## src/rtl/trig_pkg.sv

```systemverilog
// constants and types shared by the trigger decision unit
package trig_pkg;
	// clock and timing
	localparam int CLK_PERIOD_NS = 100;
	localparam int HOLDOFF_MIN_NS = 50;
	localparam int HOLDOFF_MIN_CYC = (HOLDOFF_MIN_NS + CLK_PERIOD_NS - 1) /
		CLK_PERIOD_NS;
	localparam int AUTO_TIMEOUT_MS = 100;
	localparam int AUTO_TIMEOUT_CYC = AUTO_TIMEOUT_MS * 1000000 /
		CLK_PERIOD_NS;
	// reference time: 16 ns .. 34.36 s, 2 ns steps below 1 ms, 1 us above
	localparam int REF_RES_NS = 2;
	localparam int REF_COARSE_NS = 1000;
	localparam int REF_FINE_LIMIT_NS = 1000000;
	localparam int REF_MIN_NS = 16;
	localparam int REF_W = 36;
	// deviation: 8 ns steps up to 657.5 us
	localparam int DEV_RES_NS = 8;
	localparam int DEV_W = 17;
	// hold-off time held in ns: 10 s fits in 34 bits
	localparam int HOLD_W = 34;
	localparam int WIDTH_W = 36;
	localparam logic [WIDTH_W-1:0] WIDTH_MAX = '1;
	localparam logic [REF_W-1:0] CLK_NS = REF_W'(CLK_PERIOD_NS);
	localparam int DIG_N = 8;

	typedef enum logic [2:0]
	{
		TYPE_EDGE = 3'h0,
		TYPE_PULSE = 3'h1,
		TYPE_LOGIC = 3'h2,
		TYPE_VIDEO = 3'h3,
		TYPE_HOLDOFF = 3'h4
	} trig_type_e;

	typedef enum logic [1:0]
	{
		SLOPE_RISE = 2'h0,
		SLOPE_FALL = 2'h1,
		SLOPE_BOTH = 2'h2
	} slope_e;

	typedef enum logic [2:0]
	{
		CPL_AUTO_LEVEL = 3'h0,
		CPL_AC = 3'h1,
		CPL_DC = 3'h2,
		CPL_HIFREQ_REJECT = 3'h3,
		CPL_LOWPASS = 3'h4,
		CPL_NOISE_RED = 3'h5
	} coupling_e;

	typedef enum logic [2:0]
	{
		CMP_GT = 3'h0,
		CMP_LT = 3'h1,
		CMP_EQ = 3'h2,
		CMP_NE = 3'h3,
		CMP_IN = 3'h4,
		CMP_OUT = 3'h5
	} cmp_e;

	typedef enum logic [1:0]
	{
		SRC_CH1 = 2'h0,
		SRC_CH2 = 2'h1,
		SRC_DIGITAL = 2'h2,
		SRC_MAINS = 2'h3
	} source_e;

	typedef enum logic [1:0]
	{
		RUN_FREE = 2'h0,
		RUN_SINGLE_ARMED = 2'h1,
		RUN_STOPPED = 2'h2
	} run_state_e;

	// run lamp follows this counter bit: a period of 2^24 clocks
	localparam int BLINK_BIT = 23;
endpackage
```

## src/rtl/scope_trigger_unit.sv

```systemverilog
// trigger decision unit: source select, edge and pulse-width trigger, modes
// What this block does
// - one trigger type active at a time
// - mode key toggles auto/normal, lamp lit normal
// - auto mode forces trigger without any match, except while single is armed or stopped
// - normal mode accepts only real matches
// - single arms, blinks, stops after first match
// - source: two channels, eight digital, mains
// - edge trigger on level crossing, chosen slope
// - slope key cycles rise, fall, both
// - automatic setup forces edge type
// - six couplings, auto level after reset
// - ac coupling limits level only in auto
// - lowpass and noise reduction never together
// - pulse trigger fires on trailing edge
// - polarity picks which edges bound width
// - six width comparisons supported
// - equal/unequal use reference plus deviation
// - window strict bounds, inverse outside
// - reference time spans 16 ns to 34.36 s
// - 2 ns resolution to 1 ms, coarser above
// - deviation 8 ns steps to 657.5 us
// - hold-off disarms 50 ns to 10 s
module scope_trigger_unit #(
	parameter int AUTO_TIMEOUT = trig_pkg::AUTO_TIMEOUT_CYC
)
(
	// clock and reset
	input wire logic REF_CLK,
	input wire logic RESETN,
	// front panel strobes, one cycle each
	input wire logic RUN_MODE_TOGGLE,
	input wire logic SINGLE_PRESS,
	input wire logic SLOPE_PRESS,
	input wire logic AUTOMATIC_SETUP,
	input wire logic TYPE_WRITE,
	input wire logic [2:0] TYPE_SEL,
	input wire logic COUPLING_WRITE,
	input wire logic [2:0] COUPLING_SEL,
	// configuration levels
	input wire logic [1:0] SOURCE_SEL,
	input wire logic [2:0] DIGITAL_SEL,
	input wire logic PROBE_PRESENT,
	input wire logic NEGATIVE_POLARITY,
	input wire logic [2:0] CMP_SEL,
	input wire logic [trig_pkg::REF_W-1:0] REF_T1_NS,
	input wire logic [trig_pkg::REF_W-1:0] REF_T2_NS,
	input wire logic [trig_pkg::DEV_W-1:0] DEV_STEPS,
	input wire logic HOLDOFF_EN,
	input wire logic [trig_pkg::HOLD_W-1:0] HOLDOFF_NS,
	// comparator outputs: signal above trigger level
	input wire logic CH1_ABOVE,
	input wire logic CH2_ABOVE,
	input wire logic [trig_pkg::DIG_N-1:0] DIGITAL_IN,
	input wire logic MAINS_LINE_SOURCE,
	// status and results
	output logic TRIGGER,
	output logic FORCED,
	output logic NORMAL_LAMP,
	output logic RUN_LAMP,
	output logic STOPPED,
	output logic ACQ_ACCEPT,
	output logic PEAK_LIMIT_EN,
	output logic LOWPASS_COUPLING,
	output logic NOISE_REDUCTION_COUPLING,
	output logic HIGH_FREQ_REJECT_COUPLING,
	output logic [2:0] TYPE_ACTIVE,
	output logic [1:0] SLOPE_ACTIVE,
	output logic [2:0] COUPLING_ACTIVE
);

	// -------------------------------------------------------------------
	// state
	// -------------------------------------------------------------------
	typedef struct packed
	{
		trig_pkg::trig_type_e ttype;
		trig_pkg::slope_e slope;
		trig_pkg::coupling_e cpl;
		logic normal;
		trig_pkg::run_state_e run;
		logic src_prev;
		logic [trig_pkg::WIDTH_W-1:0] width;
		logic [trig_pkg::HOLD_W-1:0] hold;
		logic [31:0] auto_cnt;
		logic [23:0] blink;
		logic trig;
		logic forced;
		logic accept;
	} state_s;

	state_s cur_ff;
	state_s nxt_st;

	logic src;
	logic rise;
	logic fall;
	logic edge_hit;
	logic pulse_end;
	logic width_ok;
	logic real_hit;
	logic [trig_pkg::REF_W-1:0] t1_q;
	logic [trig_pkg::REF_W-1:0] t2_q;
	logic [trig_pkg::REF_W-1:0] dev_ns;
	logic [trig_pkg::REF_W-1:0] lo_eq;
	logic [trig_pkg::REF_W-1:0] hi_eq;
	logic in_tol;
	logic armed;

	// -------------------------------------------------------------------
	// source select and edges
	// -------------------------------------------------------------------
	// digital probes only count when the pod is plugged in
	always_comb
	begin
		unique case (trig_pkg::source_e'(SOURCE_SEL))
			trig_pkg::SRC_CH1: src = CH1_ABOVE;
			trig_pkg::SRC_CH2: src = CH2_ABOVE;
			trig_pkg::SRC_DIGITAL: src = PROBE_PRESENT &
				DIGITAL_IN[DIGITAL_SEL];
			trig_pkg::SRC_MAINS: src = MAINS_LINE_SOURCE;
		endcase
	end

	// level crossing seen as a change of the above-level comparator
	assign rise = src & ~cur_ff.src_prev;
	assign fall = ~src & cur_ff.src_prev;
	assign edge_hit = (cur_ff.slope == trig_pkg::SLOPE_RISE) ? rise :
		(cur_ff.slope == trig_pkg::SLOPE_FALL) ? fall : (rise | fall);

	// trailing edge ends the pulse: falling for positive, rising negative
	assign pulse_end = NEGATIVE_POLARITY ? rise : fall;

	// -------------------------------------------------------------------
	// reference quantisation and width comparison
	// -------------------------------------------------------------------
	// fine 2 ns grid below 1 ms, 1 us grid above; clamp to 16 ns floor
	function automatic logic [trig_pkg::REF_W-1:0] quant
	(
		input logic [trig_pkg::REF_W-1:0] t
	);
		logic [trig_pkg::REF_W-1:0] r;
		r = t;
		if (r < trig_pkg::REF_W'(trig_pkg::REF_MIN_NS))
			r = trig_pkg::REF_W'(trig_pkg::REF_MIN_NS);
		if (r <= trig_pkg::REF_W'(trig_pkg::REF_FINE_LIMIT_NS))
			r = r - (r % trig_pkg::REF_W'(trig_pkg::REF_RES_NS));
		else
			r = r - (r % trig_pkg::REF_W'(trig_pkg::REF_COARSE_NS));
		return r;
	endfunction

	assign t1_q = quant(REF_T1_NS);
	assign t2_q = quant(REF_T2_NS);
	// deviation counts 8 ns steps
	assign dev_ns = trig_pkg::REF_W'(DEV_STEPS) *
		trig_pkg::REF_W'(trig_pkg::DEV_RES_NS);
	assign lo_eq = (t1_q > dev_ns) ? (t1_q - dev_ns) : '0;
	assign hi_eq = t1_q + dev_ns;
	assign in_tol = (cur_ff.width >= lo_eq) && (cur_ff.width <= hi_eq);

	// width is held in ns, resolution one sample clock
	always_comb
	begin
		unique case (trig_pkg::cmp_e'(CMP_SEL))
			trig_pkg::CMP_GT: width_ok = cur_ff.width > t1_q;
			trig_pkg::CMP_LT: width_ok = cur_ff.width < t1_q;
			trig_pkg::CMP_EQ: width_ok = in_tol;
			trig_pkg::CMP_NE: width_ok = ~in_tol;
			trig_pkg::CMP_IN: width_ok = (cur_ff.width > t1_q) &&
				(cur_ff.width < t2_q);
			trig_pkg::CMP_OUT: width_ok = ~((cur_ff.width > t1_q) &&
				(cur_ff.width < t2_q));
			default: width_ok = 1'b0;
		endcase
	end

	// only edge and pulse types are decided here; others never match
	always_comb
	begin
		unique case (cur_ff.ttype)
			trig_pkg::TYPE_EDGE: real_hit = edge_hit;
			trig_pkg::TYPE_PULSE: real_hit = pulse_end & width_ok;
			default: real_hit = 1'b0;
		endcase
	end

	assign armed = (cur_ff.hold == '0) &&
		(cur_ff.run != trig_pkg::RUN_STOPPED);

	// -------------------------------------------------------------------
	// next state
	// -------------------------------------------------------------------
	always_comb
	begin
		nxt_st = cur_ff;
		nxt_st.src_prev = src;
		nxt_st.trig = 1'b0;
		nxt_st.forced = 1'b0;
		nxt_st.accept = 1'b0;
		nxt_st.blink = cur_ff.blink + 24'h000001;

		// type selection; automatic setup has priority
		if (AUTOMATIC_SETUP)
			nxt_st.ttype = trig_pkg::TYPE_EDGE;
		else if (TYPE_WRITE && TYPE_SEL <= 3'(trig_pkg::TYPE_HOLDOFF))
			nxt_st.ttype = trig_pkg::trig_type_e'(TYPE_SEL);

		if (SLOPE_PRESS)
		begin
			unique case (cur_ff.slope)
				trig_pkg::SLOPE_RISE: nxt_st.slope = trig_pkg::SLOPE_FALL;
				trig_pkg::SLOPE_FALL: nxt_st.slope = trig_pkg::SLOPE_BOTH;
				default: nxt_st.slope = trig_pkg::SLOPE_RISE;
			endcase
		end

		// one enum field makes lowpass and noise reduction exclusive
		if (COUPLING_WRITE && COUPLING_SEL <= 3'(trig_pkg::CPL_NOISE_RED))
			nxt_st.cpl = trig_pkg::coupling_e'(COUPLING_SEL);

		if (RUN_MODE_TOGGLE)
			nxt_st.normal = ~cur_ff.normal;

		// single press re-arms even from stopped
		if (SINGLE_PRESS)
			nxt_st.run = trig_pkg::RUN_SINGLE_ARMED;
		else if (RUN_MODE_TOGGLE)
			nxt_st.run = trig_pkg::RUN_FREE;

		// pulse width between the opening and trailing edge, saturating
		if (pulse_end || (NEGATIVE_POLARITY ? src : ~src))
			nxt_st.width = '0;
		else if (cur_ff.width <= trig_pkg::WIDTH_MAX - trig_pkg::CLK_NS)
			nxt_st.width = cur_ff.width + trig_pkg::CLK_NS;
		else
			nxt_st.width = trig_pkg::WIDTH_MAX;

		// hold-off counts down in ns, floor of one clock
		if (cur_ff.hold > trig_pkg::HOLD_W'(trig_pkg::CLK_PERIOD_NS))
			nxt_st.hold = cur_ff.hold -
				trig_pkg::HOLD_W'(trig_pkg::CLK_PERIOD_NS);
		else
			nxt_st.hold = '0;

		if (armed)
		begin
			if (real_hit)
			begin
				nxt_st.trig = 1'b1;
				nxt_st.accept = 1'b1;
				nxt_st.auto_cnt = '0;
			end
			else if (!cur_ff.normal &&
				cur_ff.run == trig_pkg::RUN_FREE &&
				cur_ff.auto_cnt >= 32'(AUTO_TIMEOUT - 1))
			begin
				nxt_st.trig = 1'b1;
				nxt_st.forced = 1'b1;
				nxt_st.accept = 1'b1;
				nxt_st.auto_cnt = '0;
			end
			else
				nxt_st.auto_cnt = cur_ff.auto_cnt + 32'h00000001;
			if (nxt_st.trig)
			begin
				if (cur_ff.run == trig_pkg::RUN_SINGLE_ARMED)
					nxt_st.run = trig_pkg::RUN_STOPPED;
				if (HOLDOFF_EN)
					nxt_st.hold = (HOLDOFF_NS <
						trig_pkg::HOLD_W'(trig_pkg::HOLDOFF_MIN_NS)) ?
						trig_pkg::HOLD_W'(trig_pkg::HOLDOFF_MIN_NS) :
						HOLDOFF_NS;
			end
		end
	end

	// -------------------------------------------------------------------
	// registers
	// -------------------------------------------------------------------
	always_ff @(posedge REF_CLK or negedge RESETN)
	begin
		if (!RESETN)
		begin
			cur_ff <= '{ttype: trig_pkg::TYPE_EDGE,
				slope: trig_pkg::SLOPE_RISE,
				cpl: trig_pkg::CPL_AUTO_LEVEL,
				run: trig_pkg::RUN_FREE,
				default: '0};
		end
		else
			cur_ff <= nxt_st;
	end

	// -------------------------------------------------------------------
	// outputs
	// -------------------------------------------------------------------
	assign TRIGGER = cur_ff.trig;
	assign FORCED = cur_ff.forced;
	assign ACQ_ACCEPT = cur_ff.accept;
	assign NORMAL_LAMP = cur_ff.normal;
	assign STOPPED = cur_ff.run == trig_pkg::RUN_STOPPED;
	// blinks while armed, steady once stopped
	assign RUN_LAMP = (cur_ff.run == trig_pkg::RUN_SINGLE_ARMED) ?
		cur_ff.blink[trig_pkg::BLINK_BIT] : STOPPED;
	// peak-to-peak limiting only with ac coupling in auto mode
	assign PEAK_LIMIT_EN = (cur_ff.cpl == trig_pkg::CPL_AC) &
		~cur_ff.normal;
	assign LOWPASS_COUPLING = cur_ff.cpl == trig_pkg::CPL_LOWPASS;
	assign NOISE_REDUCTION_COUPLING = cur_ff.cpl == trig_pkg::CPL_NOISE_RED;
	assign HIGH_FREQ_REJECT_COUPLING = cur_ff.cpl ==
		trig_pkg::CPL_HIFREQ_REJECT;
	assign TYPE_ACTIVE = cur_ff.ttype;
	assign SLOPE_ACTIVE = cur_ff.slope;
	assign COUPLING_ACTIVE = cur_ff.cpl;

endmodule

```

## config.mk

```make
export PLATFORM = sky130hd
export DESIGN_NAME = scope_trigger_unit
export DESIGN_NICKNAME = d
export VERILOG_FILES = /design/src/rtl/trig_pkg.sv /design/src/rtl/scope_trigger_unit.sv
export SDC_FILE = /design/constraint.sdc
export NUM_CORES = 1
export LEC_CHECK = 0
export BUFFER_PORTS_ARGS = -buffer_cell sky130_fd_sc_hd__clkbuf_2
export CAP_MARGIN = 15
export CORE_ASPECT_RATIO = 1.75
export CORE_MARGIN = 4
export CORE_UTILIZATION = 45
export DETAILED_ROUTE_END_ITERATION = 8
export PLACE_DENSITY_LB_ADDON = 0.12
export RECOVER_POWER = 100
export SLEW_MARGIN = 5
export SYNTH_ARGS = -nofsm -noshare
export SYNTH_HDL_FRONTEND = slang
export SYNTH_SLANG_ARGS = --single-unit
```

## constraint.sdc

```tcl
create_clock -name REF_CLK -period 5.7 [get_ports REF_CLK]
set_clock_uncertainty 0.1 [all_clocks]
set_input_delay 0.855 -clock REF_CLK [delete_from_list [all_inputs] [get_ports REF_CLK]]
set_output_delay 0.855 -clock REF_CLK [all_outputs]
set_load 0.02 [all_outputs]
```

Word level (Yosys, flattened, before mapping)
Index checks and enable logic that the tools add are counted.
Word-level totals
  flip-flop bits (word level): 141
  input bits: 159
  output and inout bits: 18
  logic and storage cells: 124
Operators by class
  div/mod/pow operators: 2
  $lt $le $gt $ge: 17
  bitwise gates (word level): 11
  $add $sub $neg: 10
  eq/ne operators: 17
  mux-type cells: 38
  reduce and logical (&&, ||, !) cells: 16
Operators with widths (count)
  $mux W36: 7
  $mux W34: 4
  $le A36 B20 Y1 const B: 2
  $lt A36 B36 Y1: 2
  $lt A36 B5 Y1 const B: 2
  $mod A36 B10 Y36 const B: 2
  $sub A36 B1 Y36: 2
  $sub A36 B36 Y36: 2
  $mux W66: 1
  $mux W32: 2
  $add A36 B20 Y36: 1
  $add A36 B7 Y36 const B: 1
  $ge A36 B36 Y1: 1
  $gt A36 B20 Y1: 1
  $gt A36 B36 Y1: 1
  $le A36 B36 Y1: 1
  $le A36 B36 Y1 const B: 1
  $sub A36 B20 Y36: 1
  $gt A34 B7 Y1 const B: 1
  $logic_not A34 Y1: 1
  $lt A34 B6 Y1 const B: 1
  $sub A34 B7 Y34 const B: 1
  $add A32 B1 Y32 const B: 1
  $ge A32 B20 Y1 const B: 1
  other kinds (26): 71

Depth between registers and ports, before layout
Gate-level depths: netlist of run 1.
  word-level depth: 17
  depth in mapped cells: 163
  mapped depth without buffers: 142

Worst setup path after synthesis of run 1
No wires, ideal clock.
  path type: input-to-reg
  start: input port REF_T1_NS[29] (netlist name)
  end: register cur_ff[73] (netlist name)
  stages on the path: 152
  library setup time: 0.066 ns
  path slack: -25.620 ns
  buffers on the path: 13
  data required time: 5.534 ns
  arrival time: 31.153 ns
  cell sequence: buf_2 > buf_2 > or2_1 > nor2_1 > o31a_1 > a211o_1 > o221ai_2 > nand3_1 > buf_2 > a2111o_1 > and2_4 > a21oi_2 > mux2_2 > a21boi_1 > nand4b_1 > a31o_2 > or3b_1 > a21o_1 > (+116 left out) > a21o_1 > a21o_1 > a21o_1 > a21oi_1 > o41ai_1 > a21o_1 > a21oi_1 > nor2b_1 > o21ai_0 > xor2_1 > o22ai_1 > nand4bb_1 > a211oi_1 > nand2b_1 > and3_1 > clkbuf_1 > buf_1 > a22o_1
RTL lines
  start: declaration: RTL line scope_trigger_unit.sv:46  | input wire logic [trig_pkg::REF_W-1:0] REF_T1_NS,
  end signal: assignment: RTL line scope_trigger_unit.sv:285  | cur_ff <= '{ttype: trig_pkg::TYPE_EDGE,
  end signal: assignment: RTL line scope_trigger_unit.sv:292  | cur_ff <= nxt_st;
  end: declaration: RTL line scope_trigger_unit.sv:92  | state_s cur_ff;

==> out/qor.log, run 1 <==
[grt] Overflow after GRT 0
[sta] RSZ-0062 raised after global routing yes
[route] ratio of routed vias to standard cells 5.76
[worst_setup_path] endpoint type of the worst setup path flip-flop
[final_layout] number of filler instances in the final layout 5953
[worst_setup_path] path length in cells of the critical path 160
[final_layout] multi-input logic area 28400 um^2
[cts] clk_lat worst skew 0.46 ns
[sta] fin crit share 522%
[synthesis] cell type with the largest total area after synthesis sky130_fd_sc_hd__dfrtp_1
[synthesis] Post-synth EDFFs 0
[grt] maximum number of pins on one net before global-route repair 91
[grt] first-pass GRT wire length 188 mm
[floorplanning] Core Region 68600 um^2
[floorplanning] height of the chip 356 um
[worst_setup_path] largest fanout on the critical path 10
[synthesis] number of library cell types mapped by synthesis 153
[worst_setup_path] critical path's largest stage delay 0.59 ns
[sta] max-slew violation count 127
[final_layout] fraction of final layout cells sized beyond drive strength 1 39.2%
[route] count of unresolved DRC violations after routing 0
[cts] maximum count of clock buffers along a single path 2
[route] via count 39000
[sta] post-layout minimum cycle time 29.75 ns
[grt] vias in the first global route 39700
[synthesis] summed instance area of the synthesized netlist 31200 um^2
[run_status] run status complete, but fails checks
[cts] count of hold buffers inserted by post-cts repair 0
[cts] buffer cell driving the clock tree root sky130_fd_sc_hd__clkbuf_16
[synthesis] post-synthesis sequential area ratio 11.2%
[sta] Worst-Margin Slew 3.98 ns
[synthesis] top-area cell type share of the netlist area 11.2%
[sta] endpoints failing setup 70
[floorplanning] DIE AREA 73700 um^2
[synthesis] Syn Inst Count 4280
[cts] number of clock sinks 139
[sta] Fmax 33.6 MHz
[synthesis] Syn Area/Cell 7.28 um^2
[final_layout] share of the core filled with cells 68.7%
[synthesis] most area-consuming cells after synthesis sky130_fd_sc_hd__dfrtp_1 11%, sky130_fd_sc_hd__ha_1 9.5%, sky130_fd_sc_hd__xnor2_1 5.9%
[synthesis] post-synthesis async set-or-reset flop share 100%
[final_layout] final net count 6246
[synthesis] top flip-flop cell by instance count after synthesis sky130_fd_sc_hd__dfrtp_1
[run_status] violated checks max-capacitance violations, max-slew violations, negative setup slack
[route] wire length per cell 17.2 um
[route] total iterations of the first detailed-routing run 5
[cts] number of CTS-inserted buffers 17
[cts] H-tree lvl count 4
[placed_design] detailed-placement wirelength estimate 94.7 mm
[hold_path] worst hold path depth 1
[placed_design] final weighted congestion in routability-driven placement 0.972
[worst_setup_path] path depth of the worst reg2reg path 31
[floorplanning] number of ports placed on the die boundary 177
[worst_setup_path] cell seen most often among critical-path stages sky130_fd_sc_hd__a21o_1
[floorplanning] Horiz. Die Dim 207 um
[floorplanning] effective utilization at floorplan 45.4%
[worst_setup_path] library cell contributing the largest single delay on the critical path sky130_fd_sc_hd__or4b_4
[worst_setup_path] number of buffer and inverter stages on the critical path 20
[synthesis] number of warnings reported in the yosys synthesis log 0
[sta] Max transition margin -165%
[worst_setup_path] Required @ worst endpoint 5.99 ns
[final_layout] layout-stage area growth over the synthesis result 51.2%
[job] max-capacitance violation count 2
[worst_setup_path] Setup crit start kind primary input
[grt] GRT Resource Usage Total 30.5%
[worst_setup_path] Crit Path Class in -> reg
[cts] TritonCTS clock tree done
[synthesis] number of synthesized register bits 139
[sta] Final Hold Fails 0
[placed_design] Placement Setup Slack -25.16 ns
[placed_design] # port buffers 176
[cts] clock transition at the registers of the reported paths 0.07 ns
[sta] final setup margin -24.05 ns
[route] remaining antenna violation count 0
[route] violation count after the first detailed-routing iteration 1887
[floorplanning] cell row count 127
[worst_setup_path] family with the most delay on the worst path compound AO/OA/AOI/OAI gates
[grt] number of antenna violations at the first check in global routing 8
[route] post-detailed-routing wire length 117 mm
[hold_path] Worst Hold Class reg -> reg
[final_layout] sequential cell area 3480 um^2
[worst_setup_path] critical path arrival 30.05 ns
==> cell usage in the layout (no fill, tap or decap), drive strengths merged, types with 80 or more instances in the layout <==
cell and n:
dfrtp 139, o21ai 253, ha 237, xor2 106
nand2 364, clkbuf 194, inv 150, a21oi 250
xnor2 215, buf 1570, a21o 80, or2 84
nor3 165, o21a 86, nand3 138, nand4 81
nor2 430
==> final timing paths <==
kind	slack (ns)	end	startpoint
setup / recovery	-24.05	cur_ff[61]	REF_T1_NS[28]
hold / removal	0.35	cur_ff[3]	cur_ff[3]
setup reg to reg	-0.13	cur_ff[61]	cur_ff[98]
hold reg to reg	0.35	cur_ff[3]	cur_ff[3]
max in group asynchronous	1.13	SLOPE_ACTIVE[0]	RESETN
min in group asynchronous	1.83	cur_ff[20]	RESETN
==> per-layer routing <==
metal	vias up	GRT usage (%)	routed length [um]	part of all wire [%]
met3	425	3.53	3850	3.3
met1	18500	29.4	41100	35
met5	-	0	69	0.059
met4	10	16.6	7370	6.3
li1	19200	-	-	-
met2	892	61.1	64300	55
==> synthesized netlist by cell type (all sizes together), types with 25 or more instances <==
master and count:
a31oi 47, maj3 25, a211oi 65, mux2 34
nor2 430, mux2i 74, nand4 81, clkbuf 168
a21o 80, and3 61, a22o 38, o21a 86
nand2b 56, buf 81, o2111ai 27, nor4 66
nand3 137, xnor2 215, a21oi 250, nor3 165
xor2 106, dfrtp 139, inv 143, and2 74
o22ai 28, o211ai 55, o31ai 40, o21ai 253
nor2b 48, a2111oi 25, nand2 364, or2 84
or3 41, ha 237
==> cells by family after synthesis <==
kind of cell               count (synthesis)  synth area share [%]
adders and majority gates                264                  10.4
other                                      1                0.0120
muxes                                    114                  4.10
xor gates and xnor gates                 321                  9.14
buffers and inverters                    399                  5.34
and+or+nand+nor                         1704                  28.0
AOI/OAI and AO/OA                       1338                  31.7
DFF                                      139                  11.2
==> flip-flops by register name, summed over array words and instances, names as in the netlist <==
name	flops
COUPLING_ACTIVE	3
cur_ff	128
NORMAL_LAMP	1
SLOPE_ACTIVE	2
TYPE_ACTIVE	3
ACQ_ACCEPT	1
FORCED	1
==> metrics by stage <==
step,setup TNS (ns),cells,hold WS (ns),area [um^2]
2_1_floorplan,-1623.28,4328,0.316,32200
3_3_place_gp,-1744.25,6606,0.327,44000
3_5_place_dp,-1757.82,6606,0.334,44000
4_1_cts,-1642.38,6725,0.344,46400
5_1_grt,-1783.35,6764,0.364,47100
6_report,-1678.86,6770,0.345,47100
==> layout make-up <==
cell class | instances | share of cell area, %
multi-input combinational | 3792 | 60.2
timing repair buffer | 1748 | 27.4
sequential | 139 | 7.38
tap | 903 | 2.40
inverter | 150 | 1.19
clock buffer | 17 | 0.902
clock inverter | 15 | 0.411
antenna | 6 | 0.0319
==> timing repair <==
action / CTS / global route
endpoints found under the hold margin: 0 / 0
resized for setup: 230 / 93
setup buffers: 85 / 39
cloned: 3 / 0
pin swaps: 156 / 129
endpoints found under the setup margin: 70 / 70
Power of run 1 is not shown: default switching activity piles up to over one toggle a cycle in this logic, so the estimate is an artifact.
==> run 2, diff against run 1 <==
Clock period 5.7 ns to 35.5 ns, I/O delays scaled along.
==> run 2 against run 1 <==
  * Final area decreased by 13%
  * Die area stayed put
  * Register-to-register slack better by 30 ns
  * Utilization is 8.6 points lower
  * Worst hold slack better by 0.015 ns
  * Non-clock buffer count is 719 lower
  * Sequential cell count is the same
  * Via count shrank 6.8%
  * Sequential share of layout area is 1.1 points higher
  * Worst setup slack better by 25 ns
  * The run ends with max-capacitance violations, max-slew violations left
  * Cell count is 11% lower
  * Count of clock-buffer cells in the layout up 4
==> out/qor.log, run 2 (synthesis gave the netlist of run 1 again) <==
[sta] Fmax 29.2 MHz
[final_layout] highest-count cells in the layout ignoring fill and taps 819 x sky130_fd_sc_hd__buf_4, 404 x sky130_fd_sc_hd__nor2_1, 352 x sky130_fd_sc_hd__nand2_1
[cts] number of CTS-inserted buffers 17 [unchanged]
[route] violation count after the first detailed-routing iteration 2026 [+7.4%]
[job] max-capacitance violation count 3 [+1]
[grt] GRT Resource Usage Total 27.3% [-3.2 points]
[floorplanning] Horiz. Die Dim 207 um [unchanged]
[grt] maximum number of pins on one net before global-route repair 92 [+1.1%]
[route] post-detailed-routing wire length 107 mm [-8.0%]
[cts] clk_lat worst skew 0.42 ns [-0.04 ns]
[placed_design] # port buffers 176 [unchanged]
[floorplanning] cell row count 127 [unchanged]
[worst_setup_path] flop2flop setup slack 29.41 ns [+29.54 ns]
[run_status] violated checks max-capacitance violations, max-slew violations
[placed_design] post-detailed-placement cell area 38300 um^2 [-13%]
[worst_setup_path] cell seen most often among critical-path stages sky130_fd_sc_hd__a21o_1
[sta] fin crit share 96.5%
[sta] endpoints failing setup 0 [-100%]
[floorplanning] effective utilization at floorplan 45.4% [unchanged]
[sta] post-layout minimum cycle time 34.25 ns
[grt] number of antenna violations at the first check in global routing 5 [-3]
[worst_setup_path] Required @ worst endpoint 35.76 ns [+29.77 ns]
[cts] clock transition at the registers of the reported paths 0.06 ns [about the same]
[cts] TritonCTS clock tree done
[worst_setup_path] critical path's largest stage delay 0.57 ns [-0.02 ns]
[hold_path] endpoint with the worst hold slack cur_ff[3]
[final_layout] register containing the most flip-flops in the final layout cur_ff
[sta] Final Hold Fails 0 [unchanged]
[cts] H-tree lvl count 4 [unchanged]
[cts] maximum count of clock buffers along a single path 2 [unchanged]
[sta] RSZ-0062 raised after global routing yes
[final_layout] multi-input logic area 28000 um^2 [-1.3%]
[final_layout] number of filler instances in the final layout 6545 [+9.9%]
[route] count of unresolved DRC violations after routing 0 [unchanged]
[cts] buffer cell driving the clock tree root sky130_fd_sc_hd__clkbuf_16
[sta] max-slew violation count 178 [+40%]
[worst_setup_path] critical path arrival 34.51 ns [+4.46 ns]
[hold_path] launch point of the worst hold path cur_ff[3]
[worst_setup_path] launch point of the worst reg-to-reg path cur_ff[98]
[final_layout] sequential cell area 3480 um^2 [unchanged]
[final_layout] most frequent standard cell in the layout excluding fill and tap cells sky130_fd_sc_hd__buf_4
[placed_design] final weighted congestion in routability-driven placement 0.946 [-2.7%]
[final_layout] post-route cell area 41200 um^2 [-13%]
[sta] final-layout worst hold slack 0.360 ns [+0.0149 ns]
[grt] first-pass GRT wire length 170 mm [-9.5%]
[floorplanning] number of ports placed on the die boundary 177 [unchanged]
[route] wire length per cell 17.8 um [+3.0%]
[worst_setup_path] endpoint type of the worst setup path flip-flop
[placed_design] detailed-placement wirelength estimate 85.8 mm [-9.4%]
[route] ratio of routed vias to standard cells 6.01 [+4.3%]
[grt] vias in the first global route 36000 [-9.3%]
[grt] Overflow after GRT 0 [unchanged]
[floorplanning] height of the chip 356 um [unchanged]
[worst_setup_path] path depth of the worst reg2reg path 38 [+23%]
[run_status] run status complete, but fails checks
[floorplanning] DIE AREA 73700 um^2 [unchanged]
[final_layout] fraction of final layout cells sized beyond drive strength 1 30.2% [-9.0 points]
[route] remaining antenna violation count 0 [unchanged]
[worst_setup_path] Setup crit start kind primary input
[final_layout] number of flip-flops in the largest register 128 [unchanged]
[hold_path] worst hold path depth 1 [unchanged]
[sta] Max transition margin -220% [-55 points]
[sta] Worst-Margin Slew 4.81 ns [+0.830 ns]
[worst_setup_path] largest fanout on the critical path 13 [+3]
[cts] count of hold buffers inserted by post-cts repair 0 [unchanged]
[route] via count 36400 [-6.8%]
[final_layout] final net count 5526 [-12%]
[hold_path] Worst Hold Class reg -> reg
[floorplanning] Core Region 68600 um^2 [unchanged]
[final_layout] layout-stage area growth over the synthesis result 32.2%
[worst_setup_path] end of the worst register-to-register path cur_ff[61]
[route] total iterations of the first detailed-routing run 7 [+2]
[worst_setup_path] Crit Path Class in -> reg
[cts] number of clock sinks 139 [unchanged]
[worst_setup_path] library cell contributing the largest single delay on the critical path sky130_fd_sc_hd__or4b_4
==> run 2: per-stage QoR <==
step                TNS (ns)  setup slack, ns  cells  utilization, %
floorplan                  0           0.0127   4328               -
global placement      -52.91           -0.814   5947            55.8
detailed placement    -60.43           -0.929   5947            55.8
CTS                        0           0.0195   5985            56.9
global route          -22.87           -0.403   6047            60.0
finish                     0             1.25   6049            60.0
==> run 2: worst max-delay path, delay by kind of cell <==
family | cells | cell delay, ns
mux | 4 | 1.32
compound gates | 86 | 16.31
fa+ha+maj | 2 | 0.57
xor+xnor | 7 | 0.87
simple gates | 38 | 7.64
buf+inv | 16 | 2.44
==> run 2: worst max path at each step <==
stage	startpoint	endpoint	slack [ns]	depth (start not counted)
6_report	REF_T1_NS[29]	cur_ff[61]	1.25	153
5_1_grt	REF_T1_NS[29]	cur_ff[59]	-0.40	158
4_1_cts	REF_T1_NS[31]	cur_ff[83]	0.02	155
3_5_place_dp	REF_T1_NS[31]	cur_ff[59]	-0.93	152
3_3_place_gp	REF_T1_NS[31]	cur_ff[61]	-0.81	149
2_1_floorplan	REF_T1_NS[29]	cur_ff[30]	0.01	151
==> run 2: final cells by class <==
class	instances	share of cell area (%)
Timing Repair Buffer	1029	18.1
Clock buffer	21	1.07
Sequential cell	139	8.44
Tap cell	903	2.74
Multi-Input combinational cell	3791	68.0
Antenna cell	5	0.0304
Inverter	150	1.37
Clock inverter	11	0.276
==> run 2: metal layers <==
| layer | global-route usage, % | up-vias | routed length, um |
|---|---|---|---|
| li1 | - | 17700 | - |
| met1 | 28.2 | 17300 | 39700 |
| met2 | 53.2 | 947 | 57700 |
| met3 | 2.87 | 399 | 3680 |
| met4 | 13.9 | 2 | 6250 |
| met5 | 0 | - | 12 |
==> run 2: what timing repair did <==
item | in CTS | in global routing
pin swaps | 11 | 176
gates resized for setup | 49 | 370
buffers inserted | 5 | 56
endpoints found under the setup margin | 70 | 70
gates cloned | 1 | 4
Power of run 2 is left out for the same reason.
